$ cat config.mk
export PLATFORM = sky130hd
export DESIGN_NAME = hardware_loop_controller
export DESIGN_NICKNAME = d
export VERILOG_FILES = /design/src/core/zero_overhead_loop_pkg.sv /design/src/core/hardware_loop_controller.sv
export SDC_FILE = /design/constraint.sdc
export NUM_CORES = 1
export LEC_CHECK = 0
export BUFFER_PORTS_ARGS = -buffer_cell sky130_fd_sc_hd__buf_2
export CORE_MARGIN = 3
export CORE_UTILIZATION = 58
export DETAILED_ROUTE_END_ITERATION = 12
export PLACE_DENSITY_LB_ADDON = 0.1
export SETUP_SLACK_MARGIN = 0.02
export SLEW_MARGIN = 5
export SYNTH_ARGS = -nofsm -noshare
export SYNTH_HDL_FRONTEND = slang
export SYNTH_SLANG_ARGS = --single-unit
$ cat constraint.sdc
create_clock -name clk -period 11.51 [get_ports clk]
set_clock_uncertainty 0.1 [all_clocks]
set_input_delay 1.151 -clock clk [delete_from_list [all_inputs] [get_ports clk]]
set_output_delay 1.151 -clock clk [all_outputs]
set_load 0.02 [all_outputs]
$ cat src/core/zero_overhead_loop_pkg.sv
package zero_overhead_loop_pkg;

  // geometry
  localparam int unsigned ADDR_W      = 32;
  localparam int unsigned COUNT_W     = 32;
  localparam int unsigned NUM_LOOPS   = 2;
  localparam int unsigned BUS_ADDR_W  = 3;
  localparam int unsigned WORD_BYTES  = 4;

  // register word indexes on the slave port
  localparam logic [2:0] IDX_START0   = 3'h0;
  localparam logic [2:0] IDX_END0     = 3'h1;
  localparam logic [2:0] IDX_COUNT0   = 3'h2;
  localparam logic [2:0] IDX_START1   = 3'h3;
  localparam logic [2:0] IDX_END1     = 3'h4;
  localparam logic [2:0] IDX_COUNT1   = 3'h5;
  localparam logic [2:0] IDX_CONTROL  = 3'h6;
  localparam logic [2:0] IDX_STATUS   = 3'h7;

  // field positions
  localparam int unsigned CTRL_ENABLE_BIT  = 0;
  localparam int unsigned STAT_ACTIVE0_BIT = 0;
  localparam int unsigned STAT_ACTIVE1_BIT = 1;

  // reset values
  localparam logic [31:0] RESET_ADDR  = 32'h0000_0000;
  localparam logic [31:0] RESET_COUNT = 32'h0000_0000;
  localparam logic        RESET_ENABLE = 1'b1;

  // loop setup from decode: any subset of the three values of one set
  typedef struct packed {
    logic              valid;
    logic              loop_sel;
    logic              write_start;
    logic              write_end;
    logic              write_count;
    logic [31:0]       start_addr;
    logic [31:0]       end_addr;
    logic [31:0]       iter_count;
  } loop_setup_t;

  // one instruction leaving execute
  typedef struct packed {
    logic              valid;
    logic              killed;
    logic [31:0]       pc;
  } exec_info_t;

  // steering back to fetch
  typedef struct packed {
    logic              valid;
    logic [31:0]       target;
  } fetch_redirect_t;

endpackage

$ cat src/core/hardware_loop_controller.sv
// The Avalon-MM register port and the register addresses are this design's own decisions.
`timescale 1ns/10ps
`default_nettype none

// Notes on behaviour
// - loop logic exists only when loop_feature_param is set, else constant zero.
// - iteration steers fetch to loop start with no stall and no branch penalty.
// - start register holds first body instruction address, the iteration target.
// - end register holds address after last body instruction; last sits at end-4.
// - counter decrements by one each time that loop's last instruction executes.
// - two independent register sets, each with start, end and counter.
// - all six values sit in separate flops, readable in register space.
// - when both loops match, loop 0 (inner) wins over loop 1 (outer).
// - a loop is active while its counter exceeds zero and redirects only while it exceeds one.
// - plain register writes to loop registers are refused and flag illegal instruction.
// - setup instruction updates start, end and counter of one set in one cycle.
// - interrupt on last instruction cancels it, saves its pc, leaves loop state.
module hardware_loop_controller #(
  parameter bit loop_feature_param = 1'b1
) (
  // clock and reset
  input  wire logic                                   clk,
  input  wire logic                                   rst,
  // loop setup instructions from decode
  input  wire zero_overhead_loop_pkg::loop_setup_t    setup,
  // instruction retiring from execute
  input  wire zero_overhead_loop_pkg::exec_info_t     exec_info,
  // fetch steering and exception side
  output var  zero_overhead_loop_pkg::fetch_redirect_t redirect,
  output logic                                        illegal_instr,
  output logic                                        cancel_valid,
  output logic [31:0]                                 cancel_epc,
  // avalon-mm slave
  input  wire logic [2:0]                             avs_address,
  input  wire logic                                   avs_read,
  input  wire logic                                   avs_write,
  input  wire logic [31:0]                            avs_writedata,
  input  wire logic [3:0]                             avs_byteenable,
  output logic [31:0]                                 avs_readdata,
  output logic                                        avs_waitrequest
);

  // refuse geometries that the two-set decode and word-wide registers cannot serve;
  // the checks sit at elaboration so a bad build never reaches simulation
  if (zero_overhead_loop_pkg::NUM_LOOPS != 2) begin : g_bad_loops
    $error("hardware_loop_controller serves exactly two loop sets");
  end
  if (zero_overhead_loop_pkg::ADDR_W != 32) begin : g_bad_addr
    $error("hardware_loop_controller needs 32-bit addresses");
  end
  if (zero_overhead_loop_pkg::COUNT_W != 32) begin : g_bad_count
    $error("hardware_loop_controller needs 32-bit loop counters");
  end
  if (zero_overhead_loop_pkg::WORD_BYTES != 4) begin : g_bad_word
    $error("hardware_loop_controller needs 4-byte instruction words");
  end
  if (zero_overhead_loop_pkg::BUS_ADDR_W != 3) begin : g_bad_bus
    $error("hardware_loop_controller decodes a 3-bit word index");
  end

  // whole unit state in one record: loop sets, enable, and every registered output;
  // keeping outputs in the record means each port comes straight from a flop

  typedef struct packed {
    logic [1:0][31:0] start_addr;
    logic [1:0][31:0] end_addr;
    logic [1:0][31:0] iter_count;
    logic             loop_on;
    logic             redir_valid;
    logic [31:0]      redir_target;
    logic             illegal;
    logic             cancel;
    logic [31:0]      epc;
    logic [31:0]      readdata;
    logic             waitreq;
  } state_t;

  state_t state;
  state_t next_state;

  // a set counts as active while it still owes passes
  function automatic logic set_active(input logic [31:0] count);
    set_active = (count != zero_overhead_loop_pkg::RESET_COUNT);
  endfunction

  // last body instruction of a set sits one word below its end address
  function automatic logic is_last(input logic [31:0] pc, input logic [31:0] end_addr,
                                   input logic [31:0] count);
    logic [31:0] last_pc;
    last_pc = end_addr - 32'(zero_overhead_loop_pkg::WORD_BYTES);
    is_last = set_active(count) && (pc == last_pc);
  endfunction

  // read mux, narrow byte enables ignored: every register is a whole word
  function automatic logic [31:0] read_word(input state_t s, input logic [2:0] idx);
    logic [31:0] w;
    w = 32'h0000_0000;
    case (idx)
      zero_overhead_loop_pkg::IDX_START0:  w = s.start_addr[0];
      zero_overhead_loop_pkg::IDX_END0:    w = s.end_addr[0];
      zero_overhead_loop_pkg::IDX_COUNT0:  w = s.iter_count[0];
      zero_overhead_loop_pkg::IDX_START1:  w = s.start_addr[1];
      zero_overhead_loop_pkg::IDX_END1:    w = s.end_addr[1];
      zero_overhead_loop_pkg::IDX_COUNT1:  w = s.iter_count[1];
      zero_overhead_loop_pkg::IDX_CONTROL: w[zero_overhead_loop_pkg::CTRL_ENABLE_BIT] = s.loop_on;
      zero_overhead_loop_pkg::IDX_STATUS: begin
        w[zero_overhead_loop_pkg::STAT_ACTIVE0_BIT] = set_active(s.iter_count[0]);
        w[zero_overhead_loop_pkg::STAT_ACTIVE1_BIT] = set_active(s.iter_count[1]);
      end
      default: w = 32'h0000_0000;
    endcase
    read_word = w;
  endfunction

  // loop registers live at the six lowest word indexes; only setup may write them
  function automatic logic is_loop_reg(input logic [2:0] idx);
    logic hit;
    hit = 1'b0;
    case (idx)
      zero_overhead_loop_pkg::IDX_START0,
      zero_overhead_loop_pkg::IDX_END0,
      zero_overhead_loop_pkg::IDX_COUNT0,
      zero_overhead_loop_pkg::IDX_START1,
      zero_overhead_loop_pkg::IDX_END1,
      zero_overhead_loop_pkg::IDX_COUNT1: hit = 1'b1;
      default:                            hit = 1'b0;
    endcase
    is_loop_reg = hit;
  endfunction

  // a set still owes a pass back to its start while more than one pass remains
  function automatic logic wants_redirect(input logic [31:0] count);
    wants_redirect = (count != 32'h0000_0001);
  endfunction

  // one iteration consumed; callers only reach here with a nonzero count
  function automatic logic [31:0] count_down(input logic [31:0] count);
    count_down = count - 32'h0000_0001;
  endfunction

  // pick the set that owns a retiring last instruction, inner set first
  function automatic logic pick_set(input logic h0, input logic h1);
    pick_set = !h0 && h1;
  endfunction

  logic hit0;
  logic hit1;
  logic any_hit;
  logic hit_sel;
  logic retire;
  logic kill_hit;
  logic bus_req;
  logic take_bus;
  logic take_rd;
  logic take_wr;
  logic ctrl_wr;
  logic loop_reg_wr;

  // loop match on the retiring instruction; both sets are compared every cycle
  assign hit0    = is_last(exec_info.pc, state.end_addr[0], state.iter_count[0]);
  assign hit1    = is_last(exec_info.pc, state.end_addr[1], state.iter_count[1]);
  assign any_hit = hit0 || hit1;
  // when both sets match the same pc, set 0 owns it and set 1 keeps its count
  assign hit_sel = pick_set(hit0, hit1);

  // a killed instruction has not executed: loop state waits for its replay
  assign retire   = exec_info.valid && !exec_info.killed && state.loop_on;
  assign kill_hit = exec_info.valid && exec_info.killed && any_hit;

  // bus decode, taken only on the edge where waitrequest still stands high
  assign bus_req     = avs_read || avs_write;
  assign take_bus    = bus_req && state.waitreq;
  assign take_rd     = take_bus && avs_read;
  assign take_wr     = take_bus && avs_write;
  assign ctrl_wr     = take_wr && (avs_address == zero_overhead_loop_pkg::IDX_CONTROL);
  assign loop_reg_wr = take_wr && is_loop_reg(avs_address);

  // next state of the whole unit; later sections win over earlier ones:
  // pulses default low, then cancel, retire, setup, bus, and finally the
  // feature mask, so a build without loops cannot leak any loop effect
  always_comb begin
    next_state = state;
    next_state.redir_valid = 1'b0;
    next_state.illegal = 1'b0;
    next_state.cancel = 1'b0;

    // cancelled last instruction: report its pc so the return resumes on it
    if (kill_hit) begin
      next_state.cancel = 1'b1;
      next_state.epc = exec_info.pc;
    end

    // retiring last instruction: consume one pass of the owning set
    if (retire && any_hit) begin
      next_state.iter_count[hit_sel] = count_down(state.iter_count[hit_sel]);
      // target handed to fetch so the next fetch is the body head, no bubble
      if (wants_redirect(state.iter_count[hit_sel])) begin
        next_state.redir_valid = 1'b1;
        next_state.redir_target = state.start_addr[hit_sel];
      end
    end

    // setup with write_count overrides a same-cycle decrement of the same set;
    // all selected fields land on one edge, so a set never runs half-written
    if (setup.valid) begin
      if (setup.write_start) begin
        next_state.start_addr[setup.loop_sel] = setup.start_addr;
      end
      if (setup.write_end) begin
        next_state.end_addr[setup.loop_sel] = setup.end_addr;
      end
      if (setup.write_count) begin
        next_state.iter_count[setup.loop_sel] = setup.iter_count;
      end
    end

    // bus slave: one wait cycle, then answer for one cycle;
    // waitrequest drops only after a take, so a held request is never taken twice
    next_state.waitreq = !take_bus;
    if (take_rd) begin
      next_state.readdata = read_word(state, avs_address);
    end
    // only the enable bit is writable; status writes vanish without complaint
    if (ctrl_wr && avs_byteenable[0]) begin
      next_state.loop_on = avs_writedata[zero_overhead_loop_pkg::CTRL_ENABLE_BIT];
    end
    // loop registers belong to the setup path alone
    if (loop_reg_wr) begin
      next_state.illegal = 1'b1;
    end

    // without the feature the loop flops stay constant and fold away;
    // the bus still answers so software sees zeros, except the writable control enable bit, rather than a hang
    if (!loop_feature_param) begin
      next_state.start_addr = '0;
      next_state.end_addr = '0;
      next_state.iter_count = '0;
      next_state.redir_valid = 1'b0;
      next_state.cancel = 1'b0;
      next_state.illegal = 1'b0;
    end
  end

  // state register; reset loads constants only, counts at zero keep both sets idle
  // until setup, so no redirect can fire from stale addresses after reset
  always_ff @(posedge clk or posedge rst) begin
    if (rst) begin
      state.start_addr   <= {2{zero_overhead_loop_pkg::RESET_ADDR}};
      state.end_addr     <= {2{zero_overhead_loop_pkg::RESET_ADDR}};
      state.iter_count   <= {2{zero_overhead_loop_pkg::RESET_COUNT}};
      state.loop_on      <= zero_overhead_loop_pkg::RESET_ENABLE;
      state.redir_valid  <= 1'b0;
      state.redir_target <= zero_overhead_loop_pkg::RESET_ADDR;
      state.illegal      <= 1'b0;
      state.cancel       <= 1'b0;
      state.epc          <= zero_overhead_loop_pkg::RESET_ADDR;
      state.readdata     <= 32'h0000_0000;
      state.waitreq      <= 1'b1;
    end else begin
      state <= next_state;
    end
  end

  // outputs straight from the state flops; fetch sees the redirect one cycle
  // after the last instruction, which the core folds into its next fetch
  assign redirect.valid  = state.redir_valid;
  assign redirect.target = state.redir_target;
  assign illegal_instr   = state.illegal;
  assign cancel_valid    = state.cancel;
  assign cancel_epc      = state.epc;
  assign avs_readdata    = state.readdata;
  assign avs_waitrequest = state.waitreq;

endmodule

`default_nettype wire

Word-level counts from Yosys, hierarchy flattened
Cells that the tools add are included.
{ "classes": {"n_lt_le_gt_ge": 4, "n_addsub": 3, "reduce_logical": 28, "n_eq_ne": 10, "n_mux": 23} }
{ "op_table": {"columns": ["op", "count"], "rows": [
  ["bitwise mux 64 bit", 4],
  ["two-way mux 32 bit", 6],
  ["two-way mux 64 bit", 3],
  ["one-hot mux 30 bit (6 select lines)", 1],
  ["two-way mux 33 bit", 3],
  ["demux 32 bit (select 1 bit)", 2],
  ["equality test 32 bit", 2],
  ["nonzero test 32 bit", 2],
  ["subtractor 32 x 3 -> 32 bit (second input constant)", 2],
  ["!= test 32 x 1 -> 1 bit (second input constant)", 1],
  ["subtractor 32 x 1 -> 32 bit (second input constant)", 1],
  ["logical AND 1 bit", 16],
  ["equality test 3 bit (second input constant)", 4],
  ["one-hot mux 1 bit (8 select lines)", 1],
  ["one-hot mux 1 bit (7 select lines)", 1],
  ["equality test 3 x 2 -> 1 bit (second input constant)", 2],
  ["AND reduction 2 bit", 3],
  ["OR reduction 6 bit", 1],
  ["less-than comparator 1 x 2 -> 1 bit (second input constant)", 2],
  ["equality test 3 x 1 -> 1 bit (second input constant)", 1],
  ["zero test 1 bit", 3],
  ["zero test 3 bit", 1],
  ["greater-or-equal comparator 1 bit (second input constant)", 2],
  ["logical OR 1 bit", 2],
  ["two-way mux 1 bit", 2]
]} }
{ "word_totals": {"reg_bits": 293, "elab_cells": 82} }

Longest topological paths before layout
{ "logic_depth": {"depth_word": 14, "ltp_mapped": 21, "depth_no_buf": 17} }

Worst setup path before layout
OpenSTA, ideal clock, no wires.
{ "synth_path": {"path_type": "in2reg", "startpoint": "input exec_info[30] in the netlist's numbering", "endpoint": "register state[121] in the netlist's numbering", "required_time_ns": 11.341, "arrival_ns": 5.261, "setup_ns": 0.069, "slack_ns": 6.080, "path_buffers": 3, "stages": 17, "path_cell_list": "xor2_1 -> or2_2 -> and3b_1 -> o2111ai_1 -> a2111oi_2 -> nand4_1 -> o311ai_1 -> buf_2 -> buf_2 -> mux2i_1 -> ha_1 -> nand2_1 -> or3_1 -> or3_1 -> clkbuf_1 -> or4_1 -> nand3_1"} }
{ "synth_rtl": {"columns": ["element", "line_no", "rtl"], "rows": [
  ["from (decl)", "hardware_loop_controller.sv:27", "input wire zero_overhead_loop_pkg::exec_info_t exec_info,"],
  ["to (signal assigned)", "hardware_loop_controller.sv:260", "state <= next_state;"],
  ["to (decl)", "hardware_loop_controller.sv:78", "state_t state;"]
]} }

==> flow_summary_export.csv <==
group,metric,value,unit
synth,synthesis.nets,1841,
route,drt_first_pass_iters,5,
sta,setup_viol,0,
sta,tns,0,ps
power,peakVddDrop,0.0001264,V
outcome,status,"finished clean",
global_route,overflow,0,
sta,finalHoldViolations,0,
synth,synth-seq-cells,293,
placed_design,io_buffers,243,
global_route,grt_max_degree,101,
finish,final_common_cell,"dfrtp_1",
synth,netlist_instances,1659,
global_route,grt_antenna_before_repair,1,
hold_path,min_from,"redirect[14]",
clock_network,path_clk_slew,60,ps
route,first_iter_violations,1399,
setup_path,r2r_cells,17,
global_route,grt_pass1_wl,81280,um
die,die_h,177.9,um
finish,fin_cells,2179,
clock_network,worstSkewPairLatency,520,ps
synth,synth-edff-count,0,
clock_network,cts_resized,0,
placed_design,globalplace.congestion,0.9246,
finish,syn_to_final_growth,11.47,%
die,rows,62,
route,drc,0,
sta,timing.final.ws_setup,4818,ps
clock_network,cts_max_path_buffers,3,
clock_network,holdBufCountCts,0,
setup_path,crit_family,"simple AND/OR/NAND/NOR gates",
sta,hold_slack,381.0,ps
sta,period_share,58.14,%
sta,period_minus_slack,6692,ps
die,die_w,177.9,um
sta,max_freq,149.4,MHz
setup_path,critical_path_class,"reg2reg",
clock_network,postCtsSetupRepairBufs,0,
synth,synth_ff_type,"dfrtp_1",
route,dr_total_vias,14097,
setup_path,crit_path_cell_trace,"inv_1 > ha_1 > nor4b_1 > nand3_1 > o31a_1 > o32ai_1 > nor2_1 > nor3_1 > o311ai_4 > buf_4 > mux2i_1 > ha_1 > nand2_1 > or3_1 > or3_1 > or4_1 > nand3_1",
die,die_area,0.03164,mm2
clock_network,htreeDepth,2,
clock_network,cts_tree,"yes",
synth,synthDistinctLibCells,82,
finish,fin_nets,1952,
setup_path,worst-path-buf-inv,2,
setup_path,critPathRequiredTime,11860,ps
setup_path,reg2reg_from,"state[200]",
run,cap_violations,0,
route,viasPerCell,6.469,
power,p_total,3135,uW
setup_path,crit_fanout,23,
power,p_leak,0.008160,uW
finish,drive_above_1_share,31.55,%
die,io_pins,278,
clock_network,cts_inserted_buffers,35,
hold_path,min_path_type,"reg2reg",
synth,async_flop_share,100.0,%
setup_path,critPathSlowestCell,"nor4b_1",
setup_path,cp-end-kind,"flop",
hold_path,whs_path_depth,1,
sta,tightest_slew,1254,ps
route,wl,53660,um
synth,ys.warnings.count,0,
clock_network,cts-root-buf,"clkbuf_16",
power,power_density,164.2,mW/mm2
route,ant_nets,0,
finish,fillers,2334,
route,wl_per_cell,24.63,um
synth,synth_area,0.01713,mm2
placed_design,dp.cells,2117,
placed_design,dp_slack,4910,ps
setup_path,critPathArrivalTime,7050,ps
sta,maxSlewHeadroom,15.70,%
synth,syn_avg_cell_area,10.33,um2
setup_path,rrSetupSlack,4820,ps
die,coreArea,0.02894,mm2
sta,slew_violations,0,
hold_path,holdPathEnd,"redirect[14]",
finish,mostFrequentLayoutCells,"dfrtp_1, buf_2, mux2_2, nor2_1, nand2_1",
setup_path,rr_endpoint,"state[121]",
sta,rsz0062_at_grt,"no",
clock_network,cts.sinks,293,
die,initial_core_util,59.21,%
global_route,grt_pass1_vias,13592,
global_route,grt_use_total,33.53,%
setup_path,max_stage_delay,830,ps
synth,ys_seq_area_share,42.81,%
placed_design,hpwlAfterDp,38800,um
setup_path,startpoint_type,"flop",
sequential cells by signal (all words and copies together), names as in the netlist:
register	count
avs_readdata	32
avs_waitrequest	1
cancel_epc	32
cancel_valid	1
illegal_instr	1
redirect	33
state	193
worst max path at each step:
stage                           from               to  slack [ps]  cells after the start
after global placement    state[199]       state[125]        5000                     17
after CTS                 state[199]       state[125]        4890                     17
after detailed placement  state[200]       state[121]        4910                     17
after floorplan                  rst  avs_readdata[0]        2170                      1
final                     state[200]       state[121]        4820                     17
after global routing      state[200]       state[125]        4470                     17
report_power, final:
group	leakage, uW	switching [uW]	internal [uW]	total (uW)
sequential	0.00360	232	1180	1410
combinational	0.00399	339	289	628
clock	0.000572	440	659	1100
total	0.00816	1010	2120	3140
final cells by class:
cell class                      count  area (um2)  area share, %
Clock inverter                     14       142.6         0.7470
Tap cell                          384       480.5          2.516
Antenna cell                        1       2.502        0.01310
Multi-Input combinational cell   1165        8700          45.56
Inverter                            8       37.54         0.1966
Timing Repair Buffer              267        1396          7.312
Sequential cell                   293        7335          38.41
Clock buffer                       47        1002          5.248
kinds of logic after synthesis:
group | Yosys count | share of synthesized area (%)
simple gates | 513 | 15.84
xor+xnor | 123 | 6.288
buf+inv | 201 | 6.719
flops | 293 | 42.81
compound gates | 275 | 11.66
fa+ha+maj | 4 | 0.2922
mux | 250 | 16.38
cells in the mapped netlist (31+ instances only):
cell        n  area (um2)
nor3_1     48       240.2
xor2_1     48       420.4
a31oi_1    44       275.3
xnor2_1    75       656.9
dfrtp_1   291        7282
mux2_2    203        2286
o21ai_0    47       235.2
nor4_1     46       287.8
nor2_1    113       424.2
clkbuf_1   63       236.5
buf_4     102       765.7
a22oi_1    40       300.3
nand3_1    31       155.2
nand2_1   108       405.4
layer usage:
metal | GRT usage [%] | share of wire (%) | vias to the layer above
met5 | 0 | 0 | -
met4 | 9.948 | 2.8 | 0
met3 | 4.728 | 8.1 | 88
met2 | 53.00 | 46 | 674
met1 | 48.18 | 43 | 7078
li1 | - | - | 6257
through the flow:
stage	cell area (um2)	util [%]
after detailed placement	17950	62.03
after global placement	17950	62.03
after CTS	19090	65.99
after floorplan	17130	-
final	19100	66.00
after global routing	19100	66.00
Note: power is estimated with default switching activity, not from simulation.
